### src/rtl/pms_pkg.sv
// Purpose: Constants for the pin mode select multiplexer
// Assumes: AHB-Lite register access, 32-bit word per register
// Notes:   Offsets are byte addresses
package pms_pkg;
   // Register byte offsets
   localparam logic [7:0] REG_CTRL    = 8'h00;
   localparam logic [7:0] REG_FLAGDIR = 8'h04;
   localparam logic [7:0] REG_FLAGOUT = 8'h08;
   localparam logic [7:0] REG_FIXFLAG = 8'h0C;
   localparam logic [7:0] REG_INTERRUPT_ENABLE_MASK   = 8'h10;
   localparam logic [7:0] REG_STATUS  = 8'h14;
   localparam logic [7:0] REG_IRQCLR  = 8'h18;
   // Control register fields
   localparam int CTRL_SERALT = 0;
   localparam int CTRL_IRQ2EDGE = 1;
   localparam int CTRL_IRQ0EDGE = 2;
   localparam int CTRL_IRQ1EDGE = 3;
   localparam int CTRL_FOBIT = 4;
   localparam int CTRL_W = 5;
   // Status register fields
   localparam int ST_STRAP = 0;
   localparam int ST_HOST = 4;
   localparam int ST_FLAGS = 5;
   localparam int ST_FI = 13;
   localparam int ST_IRQ = 14;
   // Strap bits
   localparam int STRAP_MODEC = 2;
   localparam int STRAP_MODED = 3;
   // Interrupt vector bits
   localparam int IRQ_EDGE = 0;
   localparam int IRQ_LVL0 = 1;
   localparam int IRQ_LVL1 = 2;
   localparam int IRQ_DUAL = 3;
   localparam int IRQ_SER0 = 4;
   localparam int IRQ_SER1 = 5;
   localparam int IRQ_N = 6;
   // Serial port pin positions
   localparam int SP_CLK = 0;
   localparam int SP_IRQ0 = 1;
   localparam int SP_IRQ1 = 2;
   localparam int SP_FI = 3;
   localparam int SP_FO = 4;
   // Reset values
   localparam logic [CTRL_W-1:0] CTRL_RST = 5'h00;
   localparam logic [7:0] FLAGDIR_RST = 8'h00;
   localparam logic [7:0] FLAGOUT_RST = 8'h00;
   localparam logic [2:0] FIXFLAG_RST = 3'h0;
   localparam logic [IRQ_N-1:0] INTERRUPT_ENABLE_MASK_RST = 6'h00;
   // Edges after reset release before the straps are taken
   localparam logic [1:0] STRAP_SETTLE = 2'h2;
endpackage

### src/rtl/pms_pin_mux.sv
// Purpose: Pin function multiplexer with reset-time mode strapping
// Assumes: All pin inputs are asynchronous and pass two flip-flops
// Notes:   Active low pins carry an N suffix
//
// The address map and the AHB-Lite register port were decided locally.
`timescale 1ns/1ps
// Contract
// (RL1) External bus pin functions fixed from reset, never changed later.
// (RL2) Software may reassign second serial port pins at any time.
// (RL3) Shared flag/interrupt pins keep both functions concurrently.
// (RL4) Enabled interrupt fires whether pin driven externally or by own flag.
// (RL5) Dual-sense interrupt on flag 7 selectable edge or level.
// (RL6) Level interrupts on flags 6 and 5 request while held active.
// (RL7) Edge interrupt on flag 4 requests only on active transition.
// (RL8) Mode straps sampled at reset only, ignored afterwards.
// (RL9) After reset strap pins are general flags 0 to 3.
// (RL10) Operating mode taken from latched mode C, fixed while running.
// (RL11) Mode C one selects host port mode, else wide bus mode.
// (RL12) Wide mode: byte engine and full bus; host mode: limited addressing.
// (RL13) Wide mode drives 14-bit address and 24-bit data bus.
// (RL14) Wide mode uses top 8 data lines as byte space address.
// (RL15) Host mode: 16-bit host address/data bus, host drives strobes.
// (RL16) Host mode keeps one address line and 16 upper data lines.
// (RL17) Host acknowledge is open drain, behaviour set by mode D.
// (RL18) Host mode peripherals decode single address line plus selects.
// (RL19) Separate space selects plus read and write strobes driven.
// (RL20) Bus request answered by bus grant, plus grant-hung output.
// (RL21) Control bit turns serial port into interrupts and flags.
// (RL22) Eight programmable flags plus three output-only flags.
// (RL23) Straps latched into mode register after reset, selects derive from it.
module pms_pin_mux (
   // Clock and reset
   input  wire logic        ref_clk,
   input  wire logic        rst,
   // AHB-Lite slave
   input  wire logic        hsel,
   input  wire logic [31:0] haddr,
   input  wire logic [1:0]  htrans,
   input  wire logic        hwrite,
   input  wire logic [2:0]  hsize,
   input  wire logic [31:0] hwdata,
   input  wire logic        hready,
   output logic      [31:0] hrdata,
   output logic             hreadyout,
   output logic             hresp,
   // Core memory side
   input  wire logic [13:0] coreAddr,
   input  wire logic [23:0] coreWdata,
   input  wire logic        coreDataOe,
   input  wire logic [7:0]  coreByteAddrHi,
   input  wire logic [4:0]  coreSpaceSel,
   input  wire logic        coreRd,
   input  wire logic        coreWr,
   input  wire logic        coreHoldOk,
   input  wire logic        coreExtReq,
   output logic      [23:0] coreRdata,
   output logic             hostMode,
   output logic             busGranted,
   // External bus pins
   output logic      [13:0] extAddrOut,
   output logic      [13:0] extAddrOe,
   input  wire logic [23:0] extDataIn,
   output logic      [23:0] extDataOut,
   output logic      [23:0] extDataOe,
   output logic      [4:0]  spaceSelN,
   output logic             rdN,
   output logic             wrN,
   output logic             strobeOe,
   input  wire logic        busRequestInN,
   output logic             busGrantOutN,
   output logic             busGrantHungOutN,
   // Host port pins and core side
   input  wire logic [15:0] hostAdIn,
   output logic      [15:0] hostAdOut,
   output logic             hostAdOe,
   input  wire logic        hostWriteStrobeN,
   input  wire logic        hostReadStrobeN,
   input  wire logic        hostAddrLatch,
   input  wire logic        hostPortSelectN,
   output logic             hostAckOut,
   output logic             hostAckOe,
   input  wire logic [15:0] coreHostRdata,
   input  wire logic        coreHostBusy,
   output logic      [15:0] hostAdToCore,
   output logic      [3:0]  hostStrobesToCore,
   // Flag and interrupt pins
   input  wire logic [7:0]  flagPinIn,
   output logic      [7:0]  flagPinOut,
   output logic      [7:0]  flagPinOe,
   output logic      [2:0]  fixedOutputFlags,
   output logic      [5:0]  irqReq,
   // Second serial port pins and core side
   input  wire logic [4:0]  spPinIn,
   output logic      [4:0]  spPinOut,
   output logic      [4:0]  spPinOe,
   input  wire logic [4:0]  coreSerOut,
   input  wire logic [4:0]  coreSerOe,
   output logic      [4:0]  coreSerIn
);
   typedef struct packed {
      logic [1:0]  settle;
      logic        modeDone;
      logic [3:0]  straps;
      logic [4:0]  ctrl;
      logic [7:0]  flagDir;
      logic [7:0]  flagOut;
      logic [2:0]  fixFlag;
      logic [5:0]  irqMask;
      logic [5:0]  edgeHeld;
      logic [7:0]  flagS1;
      logic [7:0]  flagS2;
      logic [7:0]  flagS3;
      logic [4:0]  spS1;
      logic [4:0]  spS2;
      logic [4:0]  spS3;
      logic        brS1;
      logic        brS2;
      logic [3:0]  hsS1;
      logic [3:0]  hsS2;
      logic [15:0] hadS1;
      logic [15:0] hadS2;
      logic [23:0] datS1;
      logic [23:0] datS2;
      logic        granted;
      logic        wrPend;
      logic [7:0]  wrAddr;
      logic [31:0] rdata;
      logic        readyOut;
      logic [13:0] addrOut;
      logic [13:0] addrOe;
      logic [23:0] dataOut;
      logic [23:0] dataOe;
      logic [4:0]  selN;
      logic        rdN;
      logic        wrN;
      logic        strOe;
      logic        grantN;
      logic        hungN;
      logic [15:0] hostOut;
      logic        hostOe;
      logic        ackOe;
      logic [15:0] hostToCore;
      logic [3:0]  hostStb;
      logic [7:0]  flagPOut;
      logic [7:0]  flagPOe;
      logic [4:0]  spOut;
      logic [4:0]  spOe;
      logic [5:0]  irq;
   } pms_state_s;

   pms_state_s state;
   pms_state_s next_state;

   ////////////////////////////////////////////////////////////////////////////////
   // Next state
   always_comb begin
      logic        isHost;
      logic        alt;
      logic        byteSel;
      logic        addrPhase;
      logic [5:0]  isEdge;
      logic [5:0]  pinLow;
      logic [5:0]  prevLow;
      logic [5:0]  clr;
      logic [31:0] status;
      logic [31:0] rd;
      next_state = state;
      isHost = state.straps[pms_pkg::STRAP_MODEC];                      // [RL11]
      alt = state.ctrl[pms_pkg::CTRL_SERALT];
      byteSel = coreSpaceSel[3];
      addrPhase = hsel & htrans[1] & hready;
      clr = 6'h00;

      // Input synchronisers
      next_state.flagS1 = flagPinIn;
      next_state.flagS2 = state.flagS1;
      next_state.flagS3 = state.flagS2;
      next_state.spS1 = spPinIn;
      next_state.spS2 = state.spS1;
      next_state.spS3 = state.spS2;
      next_state.brS1 = busRequestInN;
      next_state.brS2 = state.brS1;
      next_state.hsS1 = {hostPortSelectN, hostAddrLatch, hostReadStrobeN, hostWriteStrobeN};
      next_state.hsS2 = state.hsS1;
      next_state.hadS1 = hostAdIn;
      next_state.hadS2 = state.hadS1;
      next_state.datS1 = extDataIn;
      next_state.datS2 = state.datS1;

      // Strap capture once, after synchronisers hold post-reset pin levels
      if (!state.modeDone) begin
         if (state.settle == pms_pkg::STRAP_SETTLE) begin
            next_state.modeDone = 1'b1;                                 // [RL8] [RL23]
            next_state.straps = state.flagS2[3:0];                      // [RL1] [RL10]
         end else begin
            next_state.settle = state.settle + 2'h1;
         end
      end

      // Register writes in the data phase
      if (state.wrPend) begin
         case (state.wrAddr)
            pms_pkg::REG_CTRL:    next_state.ctrl = hwdata[pms_pkg::CTRL_W-1:0]; // [RL2] [RL21]
            pms_pkg::REG_FLAGDIR: next_state.flagDir = hwdata[7:0];     // [RL22]
            pms_pkg::REG_FLAGOUT: next_state.flagOut = hwdata[7:0];
            pms_pkg::REG_FIXFLAG: next_state.fixFlag = hwdata[2:0];     // [RL22]
            pms_pkg::REG_INTERRUPT_ENABLE_MASK:   next_state.irqMask = hwdata[5:0];
            pms_pkg::REG_IRQCLR:  clr = hwdata[5:0];
            default: ;
         endcase
      end

      // Interrupt sensing on the pin wire, own drive included
      isEdge = {state.ctrl[pms_pkg::CTRL_IRQ1EDGE], state.ctrl[pms_pkg::CTRL_IRQ0EDGE],
                state.ctrl[pms_pkg::CTRL_IRQ2EDGE], 1'b0, 1'b0, 1'b1};    // [RL5] [RL6] [RL7]
      pinLow = {~state.spS2[pms_pkg::SP_IRQ1] & alt, ~state.spS2[pms_pkg::SP_IRQ0] & alt,
                ~state.flagS2[7:4]};                                     // [RL3] [RL4]
      prevLow = {~state.spS3[pms_pkg::SP_IRQ1] & alt, ~state.spS3[pms_pkg::SP_IRQ0] & alt,
                 ~state.flagS3[7:4]};
      // Edge capture wins over a same-cycle clear
      next_state.edgeHeld = (state.edgeHeld & ~clr) | (pinLow & ~prevLow & isEdge); // [RL7]
      next_state.irq = state.irqMask & ((isEdge & state.edgeHeld)
                                        | (~isEdge & pinLow));           // [RL4] [RL6]

      // Status and read data, captured in the address phase
      status = 32'h0000_0000;
      status[pms_pkg::ST_STRAP +: 4] = state.straps;
      status[pms_pkg::ST_HOST] = isHost;
      status[pms_pkg::ST_FLAGS +: 8] = state.flagS2;                    // [RL9]
      status[pms_pkg::ST_FI] = state.spS2[pms_pkg::SP_FI];              // [RL21]
      status[pms_pkg::ST_IRQ +: 6] = state.irq;
      case (haddr[7:0])
         pms_pkg::REG_CTRL:    rd = {27'h000_0000, state.ctrl};
         pms_pkg::REG_FLAGDIR: rd = {24'h00_0000, state.flagDir};
         pms_pkg::REG_FLAGOUT: rd = {24'h00_0000, state.flagOut};
         pms_pkg::REG_FIXFLAG: rd = {29'h0000_0000, state.fixFlag};
         pms_pkg::REG_INTERRUPT_ENABLE_MASK:   rd = {26'h000_0000, state.irqMask};
         pms_pkg::REG_STATUS:  rd = status;
         default:              rd = 32'h0000_0000;
      endcase
      if (haddr[31:8] != 24'h00_0000) begin
         rd = 32'h0000_0000;
      end
      next_state.wrPend = addrPhase & hwrite;
      next_state.wrAddr = (haddr[31:8] == 24'h00_0000) ? haddr[7:0] : 8'hFC;
      next_state.rdata = (addrPhase & ~hwrite) ? rd : 32'h0000_0000;
      next_state.readyOut = 1'b1;

      // Bus arbitration
      if (state.brS2) begin
         next_state.granted = 1'b0;
      end else if (coreHoldOk) begin
         next_state.granted = 1'b1;
      end
      next_state.grantN = ~next_state.granted;                          // [RL20]
      next_state.hungN = ~(state.granted & coreExtReq);                 // [RL20]

      // External memory bus, mode fixed at strap time
      next_state.addrOut = coreAddr;
      next_state.dataOut = coreWdata;
      if (!isHost && byteSel) begin
         next_state.dataOut[23:16] = coreByteAddrHi;                    // [RL14]
      end
      if (!state.modeDone || state.granted) begin
         next_state.addrOe = 14'h0000;
         next_state.dataOe = 24'h00_0000;
      end else if (isHost) begin
         next_state.addrOe = 14'h0001;                                  // [RL16] [RL12]
         next_state.dataOe = {{16{coreDataOe}}, 8'h00};                 // [RL16]
      end else begin
         next_state.addrOe = 14'h3FFF;                                  // [RL13] [RL12]
         next_state.dataOe = {{8{coreDataOe | byteSel}}, {16{coreDataOe}}}; // [RL13] [RL14]
      end
      next_state.selN = ~coreSpaceSel;                                  // [RL19]
      next_state.rdN = ~coreRd;                                         // [RL19]
      next_state.wrN = ~coreWr;                                         // [RL19]
      next_state.strOe = state.modeDone & ~state.granted;

      // Host port, active only in host mode
      if (isHost && state.modeDone) begin
         next_state.hostStb = state.hsS2;                               // [RL15]
         next_state.hostToCore = state.hadS2;                           // [RL15]
         next_state.hostOe = ~state.hsS2[3] & ~state.hsS2[1];           // [RL15]
         next_state.ackOe = state.straps[pms_pkg::STRAP_MODED]
                            ? (~coreHostBusy & ~state.hsS2[3])
                            : coreHostBusy;                             // [RL17]
      end else begin
         next_state.hostStb = 4'hB;
         next_state.hostToCore = 16'h0000;
         next_state.hostOe = 1'b0;
         next_state.ackOe = 1'b0;
      end
      next_state.hostOut = coreHostRdata;

      // Programmable flags, strap pins released only after capture
      next_state.flagPOut = state.flagOut;                              // [RL9] [RL22]
      next_state.flagPOe = state.modeDone ? state.flagDir : 8'h00;      // [RL9] [RL3]

      // Second serial port, reconfigurable at run time
      if (alt) begin
         next_state.spOut = {state.ctrl[pms_pkg::CTRL_FOBIT], 3'h0,
                             coreSerOut[pms_pkg::SP_CLK]};              // [RL21]
         next_state.spOe = {1'b1, 3'h0, coreSerOe[pms_pkg::SP_CLK]};    // [RL21] [RL2]
      end else begin
         next_state.spOut = coreSerOut;
         next_state.spOe = coreSerOe;
      end
   end

   ////////////////////////////////////////////////////////////////////////////////
   // State register
   always_ff @(posedge ref_clk or posedge rst) begin
      if (rst) begin
         state <= '0;
         state.ctrl <= pms_pkg::CTRL_RST;
         state.flagDir <= pms_pkg::FLAGDIR_RST;
         state.flagOut <= pms_pkg::FLAGOUT_RST;
         state.fixFlag <= pms_pkg::FIXFLAG_RST;
         state.irqMask <= pms_pkg::INTERRUPT_ENABLE_MASK_RST;
         state.flagS1 <= 8'hFF;
         state.flagS2 <= 8'hFF;
         state.flagS3 <= 8'hFF;
         state.spS1 <= 5'h1F;
         state.spS2 <= 5'h1F;
         state.spS3 <= 5'h1F;
         state.brS1 <= 1'b1;
         state.brS2 <= 1'b1;
         state.hsS1 <= 4'hB;
         state.hsS2 <= 4'hB;
         state.selN <= 5'h1F;
         state.rdN <= 1'b1;
         state.wrN <= 1'b1;
         state.grantN <= 1'b1;
         state.hungN <= 1'b1;
         state.hostStb <= 4'hB;
      end else begin
         state <= next_state;
      end
   end

   ////////////////////////////////////////////////////////////////////////////////
   // Outputs
   assign hrdata = state.rdata;
   assign hreadyout = state.readyOut;
   assign hresp = 1'b0;
   assign coreRdata = state.datS2;
   assign hostMode = state.straps[pms_pkg::STRAP_MODEC];
   assign busGranted = state.granted;
   assign extAddrOut = state.addrOut;
   assign extAddrOe = state.addrOe;
   assign extDataOut = state.dataOut;
   assign extDataOe = state.dataOe;
   assign spaceSelN = state.selN;
   assign rdN = state.rdN;
   assign wrN = state.wrN;
   assign strobeOe = state.strOe;
   assign busGrantOutN = state.grantN;
   assign busGrantHungOutN = state.hungN;
   assign hostAdOut = state.hostOut;
   assign hostAdOe = state.hostOe;
   assign hostAckOut = 1'b0;
   assign hostAckOe = state.ackOe;
   assign hostAdToCore = state.hostToCore;
   assign hostStrobesToCore = state.hostStb;
   assign flagPinOut = state.flagPOut;
   assign flagPinOe = state.flagPOe;
   assign fixedOutputFlags = state.fixFlag;
   assign irqReq = state.irq;
   assign spPinOut = state.spOut;
   assign spPinOe = state.spOe;
   assign coreSerIn = state.spS2;
endmodule

### config.mk
export PLATFORM = sky130hd
export DESIGN_NAME = pms_pin_mux
export DESIGN_NICKNAME = d
export VERILOG_FILES = /design/src/rtl/pms_pkg.sv /design/src/rtl/pms_pin_mux.sv
export SDC_FILE = /design/constraint.sdc
export NUM_CORES = 1
export LEC_CHECK = 0
export BUFFER_PORTS_ARGS = -buffer_cell sky130_fd_sc_hd__buf_2
export CORE_AREA = 2 2 169 171
export DETAILED_ROUTE_END_ITERATION = 12
export DIE_AREA = 0 0 171 173
export GPL_TIMING_DRIVEN = 0
export PLACE_DENSITY = 0.69
export SLEW_MARGIN = 5
export SYNTH_ARGS = -nofsm -noshare
export SYNTH_HDL_FRONTEND = slang
export SYNTH_SLANG_ARGS = --single-unit
### constraint.sdc
create_clock -name ref_clk -period 12 [get_ports ref_clk]
set_clock_uncertainty 0.2 [all_clocks]
set_input_delay 0.6 -clock ref_clk [delete_from_list [all_inputs] [get_ports ref_clk]]
set_output_delay 0.6 -clock ref_clk [all_outputs]
set_load 0.1 [all_outputs]
==> out/qor.csv <==
stage,metric,value,unit
worst_hold_path,holdPathStages,2,
drt,drt_wl_total,26870,microns
floorplan,chipWidth,171,microns
synth,yosysSeqAreaShare,70.10,%
power,ir_drop,0.0001373,V
critical_path,cp-end-kind,output port,
synth,netlist_area,11300,sq um
timing,setup-violations-final,0,
synth,synth_commonest_cells,"dfrtp_1 (264), buf_4 (217), dfstp_2 (50), and3_1 (30)",
cells_and_area,fin_util,58.68,%
placement,dpl_cell_area,13860,sq um
synth,yosysWarnings,0,
power,leakagePower,8.480,nW
cts,cts_tree,done,
synth,synth_enable_flop_cells,0,
synth,synth_top_area_share,58.47,%
grt,grt_use_met3,3.388,%
cts,htreeDepth,2,
synth,synth_largest_area_cell,dfrtp_1,
cells_and_area,final_area,16210,sq um
placement,gp_congestion,0.7661,
timing,hold_viol_final,0,
critical_path,cp.required,11.20,ns
drt,post_drt_wl_per_cell,15.42,microns
timing,slew_headroom,48.81,%
floorplan,start_util,40.89,%
grt,grtUsageMet1,21.02,%
cells_and_area,nFillCells,2178,
run,drv_cap,0,
cells_and_area,drive_above_1_share,55.58,%
synth,synth_ff_type,dfrtp_1,
timing,period_needed,2.475,ns
cts,clock_sinks,314,
critical_path,r2r_cells,5,
floorplan,dieHeight,173,microns
timing,slew_viol_final,0,
cells_and_area,final_nets,1553,
synth,postSynth.asyncResetShare,100.0,%
grt,grt_pass1_vias,7605,
cells_and_area,final_cells,1742,
grt,overflow,0,
cts,cts-root-buf,clkbuf_16,
grt,grt_max_degree,128,
synth,synth.avg_cell_area,14.56,sq um
timing,worst_pin_slew,0.7679,ns
synth,syn_inst,776,
drt,routed_via_density,4.137,
power,powerDensity,166.0,nW/um^2
floorplan,io_pins,440,
floorplan,core,27630,sq um
synth,synth_seq_cells,314,
grt,top_usage_layer,met2,
drt,ant_nets,0,
grt,grt_pass1_wl,41100,microns
synth,yosys-top-cells-area,"dfrtp_1 (58%), buf_4 (14%), dfstp_2 (12%)",
drt,drtPass1Iterations,4,
cts,clock_latency,0.50,ns
drt,vias,7206,
timing,fmax,404.0,MHz
cells_and_area,syn2layout_area_growth,43.49,%
cts,clockBufferDepth,3,
critical_path,cp_max_fo,13,
drt,drtIter0Drc,348,
floorplan,die_area,29580,sq um
timing,fin_crit_sh,20.63,%
critical_path,critPathKind,reg -> out,
synth,yosysUniqueCellTypes,41,
grt,gr-usage-met2,32.49,%
placement,hpwl,17760,microns
critical_path,critPathArrivalTime,1.68,ns
placement,place_inst,1565,
critical_path,cp-start-kind,flop,
outcome,outcome,"complete, no violations",
cts,cts_resized,0,
worst_hold_path,min-delay-path-class,in -> reg,
cts,cts.clk_slew.worst_paths,0.06,ns
floorplan,rows,61,
synth,synth_most_common_cell,dfrtp_1,
timing,rsz0062_at_grt,false,
placement,numPortBuffers,396,
cts,cts_buffers,35,
grt,antenna_found_initial,3,
drt,drc,0,
grt,grtUsageTotal,18.08,%
## routing by layer
| layer | part of all wire, % | vias to the layer above |
|---|---|---|
| li1 | - | 3397 |
| met1 | 38 | 3462 |
| met2 | 53 | 286 |
| met3 | 6.4 | 61 |
| met4 | 3.3 | 0 |
| met5 | 0 | - |
## per-stage QoR
stage | setup slack [ns] | hold WS (ns) | TNS (ns) | total power [mW]
after global placement | -0.3862 | 0.1316 | -90.42 | 1.566
after CTS | 9.479 | 0.003895 | 0 | 2.718
after detailed placement | 9.448 | 0.1347 | 0 | 1.572
final | 9.525 | 0.02538 | 0 | 2.692
after floorplan | 2.597 | 0.1312 | 0 | 1.490
after global routing | 9.409 | 0.007749 | 0 | 2.792
## flip-flops by register name (all words and copies together), names as in the netlist, 5 cells and up
name	flops
hostAdToCore	16
irqReq	6
spPinOe	5
coreSerIn	5
hrdata	20
hostAdOut	16
spaceSelN	5
flagPinOe	8
coreRdata	24
spPinOut	5
state	63
next_state	74
extDataOut	24
extAddrOut	14
flagPinOut	8
## path summary, 6_finish.rpt
check,from,slack (ns),to
min in group asynchronous,rst,0.52,coreRdata[14]$_DFF_PP0_
max in group asynchronous,rst,10.01,extDataOut[17]$_DFF_PP0_
setup reg to reg,state[194]$_DFF_PP0_,9.71,state[362]$_DFFE_PP0P_
hold reg to reg,next_state[254]$_DFF_PP0_,0.14,state[254]$_DFF_PP0_
setup / recovery,extAddrOe[12]$_DFF_PP0_,9.52,extAddrOe[8]
hold / removal,coreSpaceSel[3],0.03,spaceSelN[3]$_DFF_PP1_
## where the power goes
group	leakage, nW	switching [mW]	total (mW)	internal (mW)
Clock	0.591	0.416	1.11	0.692
Combinational	4.13	0.338	0.458	0.119
Sequential	3.76	0.0176	1.13	1.11
## final cells by class
class	count	area [sq um]	share of cell area [%]
Sequential cell	314	7920	48.85
Timing Repair Buffer	511	3168	19.54
Buffer	233	1693	10.44
Multi-Input combinational cell	228	1682	10.37
Clock buffer	49	999.7	6.167
Tap cell	378	473.0	2.917
Clock inverter	13	211.5	1.304
Inverter	14	60.06	0.3705
Antenna cell	2	5.005	0.03087
## cell families (layout without fill, tap and decap cells)
| family | after synthesis | in the layout | synth area share, % |
|---|---|---|---|
| other cells | 2 | 17 | 0.06647 |
| xor+xnor | 1 | 1 | 0.07753 |
| fa+ha+maj | 1 | 1 | 0.1107 |
| simple gates | 142 | 142 | 7.331 |
| buf+inv | 247 | 820 | 15.45 |
| mux | 57 | 57 | 6.047 |
| flops | 314 | 314 | 70.10 |
| compound gates | 12 | 12 | 0.8195 |
## layout by cell type, fill, tap and decap left out, drive strengths merged, types with 3 or more instances in the layout
cell,n
conb,15
and2,17
a21boi,3
dfrtp,264
mux2,40
bufinv,5
mux4,5
nor4,7
or3,5
dlygate4sd3,113
nand2,24
o21ai,5
nand3,7
clkbuf,61
nor2b,20
and3,30
dfstp,50
buf,619
inv,16
mux2i,12
or2,6
nor2,12
clkinv,5
nand2b,4
## worst max-delay path: stages (launching register included)
cell and delay [ns]:
dfrtp_1 0.58, buf_4 0.18, buf_2 0.41
## repair_timing
| action | 4_1_cts | 5_1_grt |
|---|---|---|
| setup buffers | 0 | 0 |
| hold endpoints to repair | 118 | 0 |
| hold buffers | 113 | 0 |
Power figures use the tool's default switching activity.
